**src/rtl/ar_map.vh**
```
// constants for the auto-reclose sequencer: register map, fields, timing
// assumes byte addresses on an 8-bit register port, one 32-bit word each
`ifndef AR_MAP_VH
`define AR_MAP_VH

// ********************************************************
// register offsets
// ********************************************************
`define AR_CTRL 8'h00
`define AR_STATUS 8'h04
`define AR_ARC_TIME 8'h08
`define AR_SEQ_RECLAIM 8'h0C
`define AR_REQ_CFG0 8'h10
`define AR_TBL_BASE 8'h40

// ********************************************************
// fields
// ********************************************************
`define AR_CTRL_ENABLE 0
`define AR_CTRL_SEQ_FINAL 1
`define AR_CTRL_RESET 2
`define AR_CFG_OWN_ARC_LSB 4
`define AR_CFG_INTERLOCK 8
`define AR_CFG_FINAL_REAPPEAR 9
`define AR_CFG_W 10
`define AR_TBL_DEAD_MSB 15
`define AR_TBL_RECLAIM_LSB 16
`define AR_CTRL_RESET_VAL 2'h1

// ********************************************************
// timing
// ********************************************************
`define AR_CLK_NS 20
`define AR_TICK_NS 1000000

`endif

```
**src/rtl/ar_settings_mem.v**
```verilog
// per-request, per-shot dead and reclaim time table
// one write port, two registered read ports; port b also returns
// an alternative word so the bus read data leave a single flop
module ar_settings_mem #(
  parameter DW = 32,
  parameter DEPTH = 20,
  parameter AW = 5
) (
  input wire clk_sys,
  input wire wr_en,
  input wire [AW-1:0] wr_addr,
  input wire [DW-1:0] wr_data,
  input wire [AW-1:0] a_addr,
  output reg [DW-1:0] a_data_q,
  input wire b_en,
  input wire b_tbl,
  input wire [AW-1:0] b_addr,
  input wire [DW-1:0] b_other,
  output reg [DW-1:0] b_data_q
);
  reg [DW-1:0] mem [0:DEPTH-1];

  // contents are undefined until software loads them
  always @(posedge clk_sys) begin
    if (wr_en) begin
      mem[wr_addr] <= wr_data;
    end
    a_data_q <= mem[a_addr];
    if (b_en) begin
      b_data_q <= b_tbl ? mem[b_addr] : b_other;
    end else begin
      b_data_q <= {DW{1'b0}};
    end
  end
endmodule // ar_settings_mem

```
**src/rtl/auto_reclose_sequencer.v**
```verilog
// auto-reclose sequencer: request arbitration, shot timers, breaker
// commands through the object-control function, final trip and lock-out
// assumes all inputs but arst_n synchronous to clk_sys; object answers are single-cycle pulses
`include "ar_map.vh"

// Notes on behaviour
// five reclose request inputs, each able to start a sequence
// request 0 ranks highest, request 4 lowest
// critical request stops reclosing at once, in any state
// after breaker opens, count dead time then command close
// persisting fault: next configured shot, or final trip with lock-out
// per shot: own arcing delay or protection's own operating time
// fault in reclaim window: arm next shot or final trip, per setting
// interlocking request aborts, issues final trip, latches lock-out
// lock-out refuses all reclosing until reset
// open/close only via object function; status from it too
// object wait state holds sequencer until close ack or failure
// any object failure acknowledgement forces lock-out
// lock-out clears on external reset or breaker closing
// request in shot reclaim advances to next shot indication
// no further shot: final trip, drop indications, lock-out
// timers set to zero are skipped
// simultaneous requests: serve highest, use its shot settings
// timers count whole ticks, restart at start of each state
module auto_reclose_sequencer #(
  parameter NREQ = 5,
  parameter SHOTS = 4,
  parameter SHOT_W = 2,
  parameter TW = 16,
  parameter TICK_CYCLES = `AR_TICK_NS / `AR_CLK_NS,
  parameter DIV_W = 16
) (
  input wire clk_sys,
  input wire arst_n,
  input wire [7:0] addr,
  input wire [31:0] wdata,
  input wire wr_stb,
  input wire rd_stb,
  output wire [31:0] rdata,
  input wire [NREQ-1:0] reclose_req,
  input wire critical_req,
  input wire ext_reset,
  input wire brk_closed,
  input wire obj_open_ack,
  input wire obj_open_fail,
  input wire obj_close_ack,
  input wire obj_close_fail,
  input wire obj_wait,
  output reg obj_open_cmd_q,
  output reg obj_close_cmd_q,
  output reg running_q,
  output reg [NREQ-1:0] requested_q,
  output reg [SHOTS-1:0] shot_running_q,
  output reg final_trip_q,
  output reg lockout_q
);
  localparam DEPTH = NREQ * SHOTS;
  localparam AW = 5;
  localparam [3:0] S_IDLE = 4'h0, S_LOAD = 4'h1, S_ARC = 4'h2,
    S_OPEN = 4'h3, S_WOPEN = 4'h4, S_DEAD = 4'h5, S_CLOSE = 4'h6,
    S_RECLAIM = 4'h7, S_SEQREC = 4'h8, S_FINAL = 4'h9, S_LOCK = 4'hA;

  // ********************************************************
  // functions
  // ********************************************************
  function [2:0] top_req;
    input [NREQ-1:0] r;
    integer i;
    begin
      top_req = 3'h0;
      for (i = NREQ - 1; i >= 0; i = i - 1) begin
        if (r[i]) top_req = i[2:0];
      end
    end
  endfunction

  // first enabled shot above 'from'; bit SHOT_W flags a hit
  function [SHOT_W:0] find_shot;
    input [SHOTS-1:0] mask;
    input integer from;
    integer i;
    begin
      find_shot = {(SHOT_W+1){1'b0}};
      for (i = SHOTS - 1; i >= 0; i = i - 1) begin
        if (mask[i] && i > from) find_shot = {1'b1, i[SHOT_W-1:0]};
      end
    end
  endfunction

  // ********************************************************
  // registers
  // ********************************************************
  reg [1:0] ctrl_q;
  reg [TW-1:0] arc_time_q;
  reg [TW-1:0] seq_reclaim_q;
  reg [`AR_CFG_W-1:0] cfg_q [0:NREQ-1];
  reg sw_reset_q;
  reg [3:0] state_q, state_d;
  reg [2:0] req_q, req_d;
  reg [SHOT_W-1:0] shot_q, shot_d;
  reg [TW-1:0] tmr_q;
  reg [DIV_W-1:0] div_q;
  reg tick_q;
  reg brk_closed_q;
  reg [31:0] other_rd;
  reg [TW-1:0] limit;
  reg [SHOT_W:0] hit;
  wire [31:0] mem_a;
  wire [31:0] tbl_off = {24'h00_0000, addr} - {24'h00_0000, `AR_TBL_BASE};
  wire tbl_hit = (addr >= `AR_TBL_BASE) && (tbl_off[31:2] < DEPTH);
  wire [31:0] run_idx = req_q * SHOTS + shot_q;
  wire [2:0] new_req = top_req(reclose_req);
  wire [`AR_CFG_W-1:0] new_cfg = cfg_q[new_req];
  wire [`AR_CFG_W-1:0] cur_cfg = cfg_q[req_q];
  wire any_req = |reclose_req;
  wire [NREQ-1:0] lock_cfg;
  wire interlock = |(reclose_req & lock_cfg);
  wire tmr_done = (tmr_q >= limit);
  wire enabled = ctrl_q[`AR_CTRL_ENABLE];

  genvar g;
  generate
    for (g = 0; g < NREQ; g = g + 1) begin : g_lock
      assign lock_cfg[g] = cfg_q[g][`AR_CFG_INTERLOCK];
    end
  endgenerate

  // ********************************************************
  // register port
  // ********************************************************
  integer k;
  always @(posedge clk_sys or negedge arst_n) begin
    if (!arst_n) begin
      ctrl_q <= `AR_CTRL_RESET_VAL;
      arc_time_q <= 16'h0000;
      seq_reclaim_q <= 16'h0000;
      sw_reset_q <= 1'b0;
      for (k = 0; k < NREQ; k = k + 1) begin
        cfg_q[k] <= 10'h000;
      end
    end else begin
      sw_reset_q <= wr_stb && (addr == `AR_CTRL) &&
        wdata[`AR_CTRL_RESET];
      if (wr_stb) begin
        case (addr)
          `AR_CTRL: ctrl_q <= wdata[1:0];
          `AR_ARC_TIME: arc_time_q <= wdata[TW-1:0];
          `AR_SEQ_RECLAIM: seq_reclaim_q <= wdata[TW-1:0];
          default: begin
            for (k = 0; k < NREQ; k = k + 1) begin
              if (addr == `AR_REQ_CFG0 + k[7:0] * 8'h04)
                cfg_q[k] <= wdata[`AR_CFG_W-1:0];
            end
          end
        endcase
      end
    end
  end

  always @* begin
    other_rd = 32'h0000_0000;
    case (addr)
      `AR_CTRL: other_rd = {30'h0000_0000, ctrl_q};
      `AR_STATUS: other_rd = {18'h0_0000, obj_wait, lockout_q,
        1'b0, req_q, {(4-SHOT_W){1'b0}}, shot_q, state_q};
      `AR_ARC_TIME: other_rd = {16'h0000, arc_time_q};
      `AR_SEQ_RECLAIM: other_rd = {16'h0000, seq_reclaim_q};
      default: begin
        for (k = 0; k < NREQ; k = k + 1) begin
          if (addr == `AR_REQ_CFG0 + k[7:0] * 8'h04)
            other_rd = {22'h00_0000, cfg_q[k]};
        end
      end
    endcase
  end

  ar_settings_mem #(.DW(32), .DEPTH(DEPTH), .AW(AW)) u_mem (
    .clk_sys(clk_sys),
    .wr_en(wr_stb && tbl_hit),
    .wr_addr(tbl_off[AW+1:2]),
    .wr_data(wdata),
    .a_addr(run_idx[AW-1:0]),
    .a_data_q(mem_a),
    .b_en(rd_stb),
    .b_tbl(tbl_hit),
    .b_addr(tbl_off[AW+1:2]),
    .b_other(other_rd),
    .b_data_q(rdata)
  );

  // ********************************************************
  // timebase and timers
  // ********************************************************
  always @* begin
    case (state_q)
      S_ARC: limit = arc_time_q;
      S_DEAD: limit = mem_a[`AR_TBL_DEAD_MSB:0];
      S_RECLAIM: limit = mem_a[`AR_TBL_RECLAIM_LSB+TW-1:`AR_TBL_RECLAIM_LSB];
      S_SEQREC: limit = seq_reclaim_q;
      default: limit = {TW{1'b0}};
    endcase
  end

  always @(posedge clk_sys or negedge arst_n) begin
    if (!arst_n) begin
      div_q <= 16'h0000;
      tick_q <= 1'b0;
      tmr_q <= 16'h0000;
      // closed idle level, so no false closing edge follows reset
      brk_closed_q <= 1'b1;
    end else begin
      brk_closed_q <= brk_closed;
      tick_q <= (div_q == TICK_CYCLES[DIV_W-1:0] - 16'h0001);
      if (div_q == TICK_CYCLES[DIV_W-1:0] - 16'h0001) begin
        div_q <= 16'h0000;
      end else begin
        div_q <= div_q + 16'h0001;
      end
      // zero limit is done at once, so the state passes uncounted
      if (state_d != state_q) begin
        tmr_q <= 16'h0000;
      end else if (tick_q && !tmr_done) begin
        tmr_q <= tmr_q + 16'h0001;
      end
    end
  end

  // ********************************************************
  // sequence state machine
  // ********************************************************
  always @* begin
    state_d = state_q;
    req_d = req_q;
    shot_d = shot_q;
    hit = find_shot(new_cfg[SHOTS-1:0], -1);
    case (state_q)
      S_IDLE, S_SEQREC: begin
        if (state_q == S_SEQREC && tmr_done) state_d = S_IDLE;
        if (enabled && any_req) begin
          if (state_q == S_SEQREC && ctrl_q[`AR_CTRL_SEQ_FINAL]) begin
            state_d = S_FINAL;
          end else if (hit[SHOT_W]) begin
            req_d = new_req;
            shot_d = hit[SHOT_W-1:0];
            state_d = S_LOAD;
          end
        end
      end
      S_LOAD: begin
        // own arcing delay, else protection trips the breaker itself
        if (cur_cfg[`AR_CFG_OWN_ARC_LSB + shot_q]) state_d = S_ARC;
        else state_d = S_WOPEN;
      end
      S_ARC: if (tmr_done) state_d = S_OPEN;
      S_OPEN: begin
        if (obj_open_fail) state_d = S_LOCK;
        else if (obj_open_ack) state_d = S_DEAD;
      end
      S_WOPEN: if (!brk_closed) state_d = S_DEAD;
      S_DEAD: if (tmr_done) state_d = S_CLOSE;
      S_CLOSE: begin
        // obj_wait only holds here until ack or failure
        if (obj_close_fail) state_d = S_LOCK;
        else if (obj_close_ack) state_d = S_RECLAIM;
      end
      S_RECLAIM: begin
        hit = find_shot(cur_cfg[SHOTS-1:0], shot_q);
        if (any_req) begin
          if (cur_cfg[`AR_CFG_FINAL_REAPPEAR] || !hit[SHOT_W]) begin
            state_d = S_FINAL;
          end else begin
            shot_d = hit[SHOT_W-1:0];
            state_d = S_LOAD;
          end
        end else if (tmr_done) begin
          state_d = S_SEQREC;
        end
      end
      S_FINAL: begin
        if (obj_open_fail || obj_open_ack || !brk_closed)
          state_d = S_LOCK;
      end
      S_LOCK: begin
        if (ext_reset || sw_reset_q || (brk_closed && !brk_closed_q))
          state_d = S_IDLE;
      end
      default: state_d = S_IDLE;
    endcase
    if (interlock && state_q != S_LOCK && state_q != S_FINAL)
      state_d = S_FINAL;
    if (critical_req) state_d = S_LOCK;
    if (!enabled && state_q != S_LOCK && state_q != S_FINAL)
      state_d = S_IDLE;
  end

  // ********************************************************
  // state and registered outputs
  // ********************************************************
  always @(posedge clk_sys or negedge arst_n) begin
    if (!arst_n) begin
      state_q <= S_IDLE;
      req_q <= 3'h0;
      shot_q <= {SHOT_W{1'b0}};
      obj_open_cmd_q <= 1'b0;
      obj_close_cmd_q <= 1'b0;
      running_q <= 1'b0;
      requested_q <= {NREQ{1'b0}};
      shot_running_q <= {SHOTS{1'b0}};
      final_trip_q <= 1'b0;
      lockout_q <= 1'b0;
    end else begin
      state_q <= state_d;
      req_q <= req_d;
      shot_q <= shot_d;
      obj_open_cmd_q <= (state_d == S_OPEN) || (state_d == S_FINAL);
      obj_close_cmd_q <= (state_d == S_CLOSE);
      running_q <= (state_d >= S_LOAD) && (state_d <= S_RECLAIM);
      requested_q <= {NREQ{1'b0}};
      shot_running_q <= {SHOTS{1'b0}};
      if ((state_d >= S_LOAD) && (state_d <= S_RECLAIM)) begin
        requested_q[req_d] <= 1'b1;
        shot_running_q[shot_d] <= 1'b1;
      end
      final_trip_q <= (state_d == S_FINAL);
      lockout_q <= (state_d == S_LOCK);
    end
  end
endmodule // auto_reclose_sequencer

```
**config.mk**
```make
export PLATFORM = sky130hd
export DESIGN_NAME = auto_reclose_sequencer
export DESIGN_NICKNAME = d
export VERILOG_FILES = /design/src/rtl/ar_settings_mem.v /design/src/rtl/auto_reclose_sequencer.v
export VERILOG_INCLUDE_DIRS = /design/src /design/src/rtl
export SDC_FILE = /design/constraint.sdc
export NUM_CORES = 1
export LEC_CHECK = 0
export BUFFER_PORTS_ARGS = -buffer_cell sky130_fd_sc_hd__buf_2
export CORE_MARGIN = 10
export CORE_UTILIZATION = 45
export DETAILED_ROUTE_END_ITERATION = 12
export PLACE_DENSITY = 0.65
export RECOVER_POWER = 100
export SLEW_MARGIN = 5
export SYNTH_ARGS = -nofsm -noshare
export SYNTH_HDL_FRONTEND = slang
export SYNTH_SLANG_ARGS = --single-unit
```
**constraint.sdc**
```tcl
create_clock -name clk_sys -period 3.7 [get_ports clk_sys]
set_input_delay 0.37 -clock clk_sys [delete_from_list [all_inputs] [get_ports clk_sys]]
set_output_delay 0.37 -clock clk_sys [all_outputs]
set_load 0.02 [all_outputs]
```
==> summary.md <==
| Metric | Value |
|---|---|
| Iteration-0 DRC Markers | 2572 |
| FF+latch count, synth | 846 |
| Asr flop ratio synth | 16.78% |
| Hold slack | 0.1118 ns |
| Top cell type's share of synthesized area | 49.31% |
| Clk_lat worst skew | 0.65 ns |
| HP Start | rd_stb |
| Worst hold path endpoint | u_mem.b_data_q[9] |
| Critical Path Fanout Max | 8 |
| Initial Utilization | 45.56% |
| Syn Area/Cell | 17.47 µm² |
| Worst-margin pin slew | 2.816 ns |
| Setup crit start kind | register |
| GRT Residual Overflow | 0 |
| Area of the multi-input gates | 14800 µm² |
| Critical path class | reg2reg |
| Die Footprint | 98790 µm² |
| Primary FF master, synth | edfxtp_1 |
| Arrival time worst endpoint | 4.28 ns |
| Hold Crit Class | in2reg |
| Most frequent cells after synthesis | edfxtp_1 (640), mux4_2 (394), nand2_1 (209), dfrtp_1 (140), clkbuf_1 (94) |
| Fin crit period | 3.762 ns |
| MaxCap Viol Count | 2 |
| Placer Congestion | 0.8899 |
| Register Area | 24070 µm² |
| Fin area | 44980 µm² |
| Layout cells sized above 1 | 35.17% |
| Slew Limit Fails | 109 |
| Clk sinks | 846 |
| Outcome | finished with violations |
| Total power | 25000 µW |
| Die Wd | 314.3 µm |
| Area growth, synth to finish | 15.39% |
| Failing checks | capacitance limit, slew limit, setup timing |
| Final setup viols | 21 |
| CP bufs+invs | 7 |
| Critical path's slowest cell | dfrtp_2 |
| Via/cell ratio | 6.420 |
| Core box area | 85550 µm² |
| Leading area contributor after synthesis | edfxtp_1 |
| VDD IR max | 0.8127 mV |
| Slew Limit Headroom | -87.73% |
| Number of distinct library cells after synthesis | 80 |
| Maximum clock insertion buffer count | 3 |
| Filler Cells Inserted | 6796 |
| Number of port buffers | 102 |
| Num CTS Buffers | 88 |
| RR Startpoint | state_q[0] |
| IO Pins | 103 |
| Worst hold stages | 3 |
| Largest net degree at the start of global routing | 109 |
| Placed inst area | 41760 µm² |
| Yosys warnings | 0 |
| Initial antenna violation count | 6 |
| First-pass iteration count of the detailed router | 8 |
| Area contributors post-synth | edfxtp_1 (49%), mux4_2 (23%), dfrtp_1 (9.0%) |
| CP Cell Sequence | nor2b_4, nor3b_4, buf_4, clkbuf_16, buf_4, a221oi_1, ha_2, nor2_1, nor2_2, a41oi_4, buf_6, o21a_4, buf_12, mux2i_4, o31ai_4, inv_2, o21ai_4, clkbuf_16, nor4_1 |
| Syn nets | 2309 |
| Detail Route Antenna Nets | 0 |
| Chip height | 314.3 µm |
| Delay of the slowest critical-path stage | 0.48 ns |
| Via count | 23440 |
| Routed WL | 112200 µm |
| Syn Inst Count | 2231 |
| Reg2reg path depth | 19 |
| FMAX | 0.2659 GHz |
| Total GRT Usage | 22.48% |
| CTS tree | built |
| Pwr Density | 556.0 nW/µm² |
| Global-route wire length before repair | 164500 µm |
| Number of synthesized flops with an enable pin | 640 |
| Cell Area, Synth | 38980 µm² |
| Row Count | 107 |
| Worst Setup End Kind | register |
| Cell family with most CP delay | buffers and inverters |
| RSZ-0062 raised after global routing | true |
| Final nets | 2511 |
| Crit Reg-Reg Endpoint | tmr_q[12] |
| DR WL/cell | 30.73 µm |
| Root Driver | clkbuf_16 |
| Sequential cell area fraction in the yosys report | 61.72% |
| Setup ws final | -0.06152 ns |
| DPL Wire Length | 68560 µm |
| R2R Setup Slk | -0.06 ns |
| Clk_skew | 0.02447 ns |
| Leakage | 0.01530 µW |
| Vias in the first global route | 24240 |
| Clk slew on worst S/H paths | 0.06 ns |
| Post-route DRC | 0 |
| Count leader, synth | edfxtp_1 |
| Data required, critical path | 4.22 ns |
| Fin crit share | 101.7% |
| H-tree levels | 3 |
| Hold Vio Cnt, Final | 0 |
## state kept, by name, summed over array words and instances, names as in the netlist
name,cells
shot_running_q,4
u_mem.mem,640
final_trip_q,1
obj_open_cmd_q,1
seq_reclaim_q,16
obj_close_cmd_q,1
u_mem.a_data_q,32
brk_closed_q,1
running_q,1
ctrl_q,2
req_q,3
lockout_q,1
shot_q,2
tick_q,1
div_q,16
tmr_q,16
cfg_q,50
state_q,4
u_mem.b_data_q,32
requested_q,5
sw_reset_q,1
arc_time_q,16
## layer usage
layer / part of all wire [%] / global-route usage [%] / up-vias
met1: 40 / 30.57 / 12520
met2: 49 / 36.68 / 1153
met3: 8.8 / 3.950 / 183
met5: 0.029 / 0 / -
li1: - / - / 9584
met4: 2.8 / 7.048 / 6
## what timing repair did
action                                 CTS  global route
buffers inserted                        10            13
pin swaps                               20            37
hold buffers                             2             0
endpoints found under the hold margin  105             0
gates resized for setup                 39            62
cloned                                   1             3
setup endpoints to repair               29            31
## kinds of logic after synthesis
kind of cell             count (synthesis)  share of synthesized area, %
AO/OA/AOI/OAI                          210                         3.900
AND/OR/NAND/NOR                        453                         5.486
adder cells (fa/ha/maj)                 21                        0.6741
multiplexers                           502                         25.85
buffers and inverters                  173                         1.791
XOR/XNOR                                26                        0.5842
flip-flops                             846                         61.72
## where the power goes
group	switching, µW	internal [µW]
Combinational	2870	2620
Sequential	380	10600
Clock	3650	4920
Total	6900	18100
## cells in the final DEF, fill, tap and decap left out, drive strengths merged, types with 20 or more instances in the layout
master,count
a22oi,20
nand3,31
o21ai,43
mux2,86
clkinv,21
xnor2,21
inv,26
a21oi,32
a221oi,24
nor3,28
clkbuf,266
dfxtp,64
buf,127
dfrtp,140
nor4,23
nor2,72
edfxtp,640
mux2i,22
mux4,394
ha,21
nand2,209
## tightest hold or removal path: stages
cell and delay [ns]:
buf_2 0.18, nand2_1 0.10, a31oi_1 0.04
## final cells by class
cell class	instances	area share [%]
antenna	2	0.01113
timing repair buffer	261	4.048
tap	1144	3.183
clock buffer	134	5.622
multi-input combinational	1212	32.90
sequential	846	53.51
clock inverter	28	0.5230
inverter	24	0.2003
## worst max-delay path by stage
stage,startpoint,end,slack (ns),cells past startpoint
floorplan,addr[6],u_mem.mem[16][0],-0.11,10
global placement,state_q[0],tmr_q[10],-0.18,16
detailed placement,state_q[0],tmr_q[9],-0.31,17
CTS,state_q[1],obj_open_cmd_q,0.01,19
global route,state_q[1],requested_q[4],-0.20,19
finish,state_q[0],tmr_q[12],-0.06,19
## through the flow
stage               instances  TNS, ns  utilization [%]  setup WS [ns]
global placement         3462   -3.379            48.81        -0.1751
detailed placement       3462   -6.614            48.81        -0.3120
floorplan                2231   -62.63                -        -0.1051
finish                   3651  -0.8092            52.57       -0.06152
CTS                      3636        0            52.37        0.01094
global route             3650   -8.257            52.57        -0.2040
(Power assumes the default switching activity.)
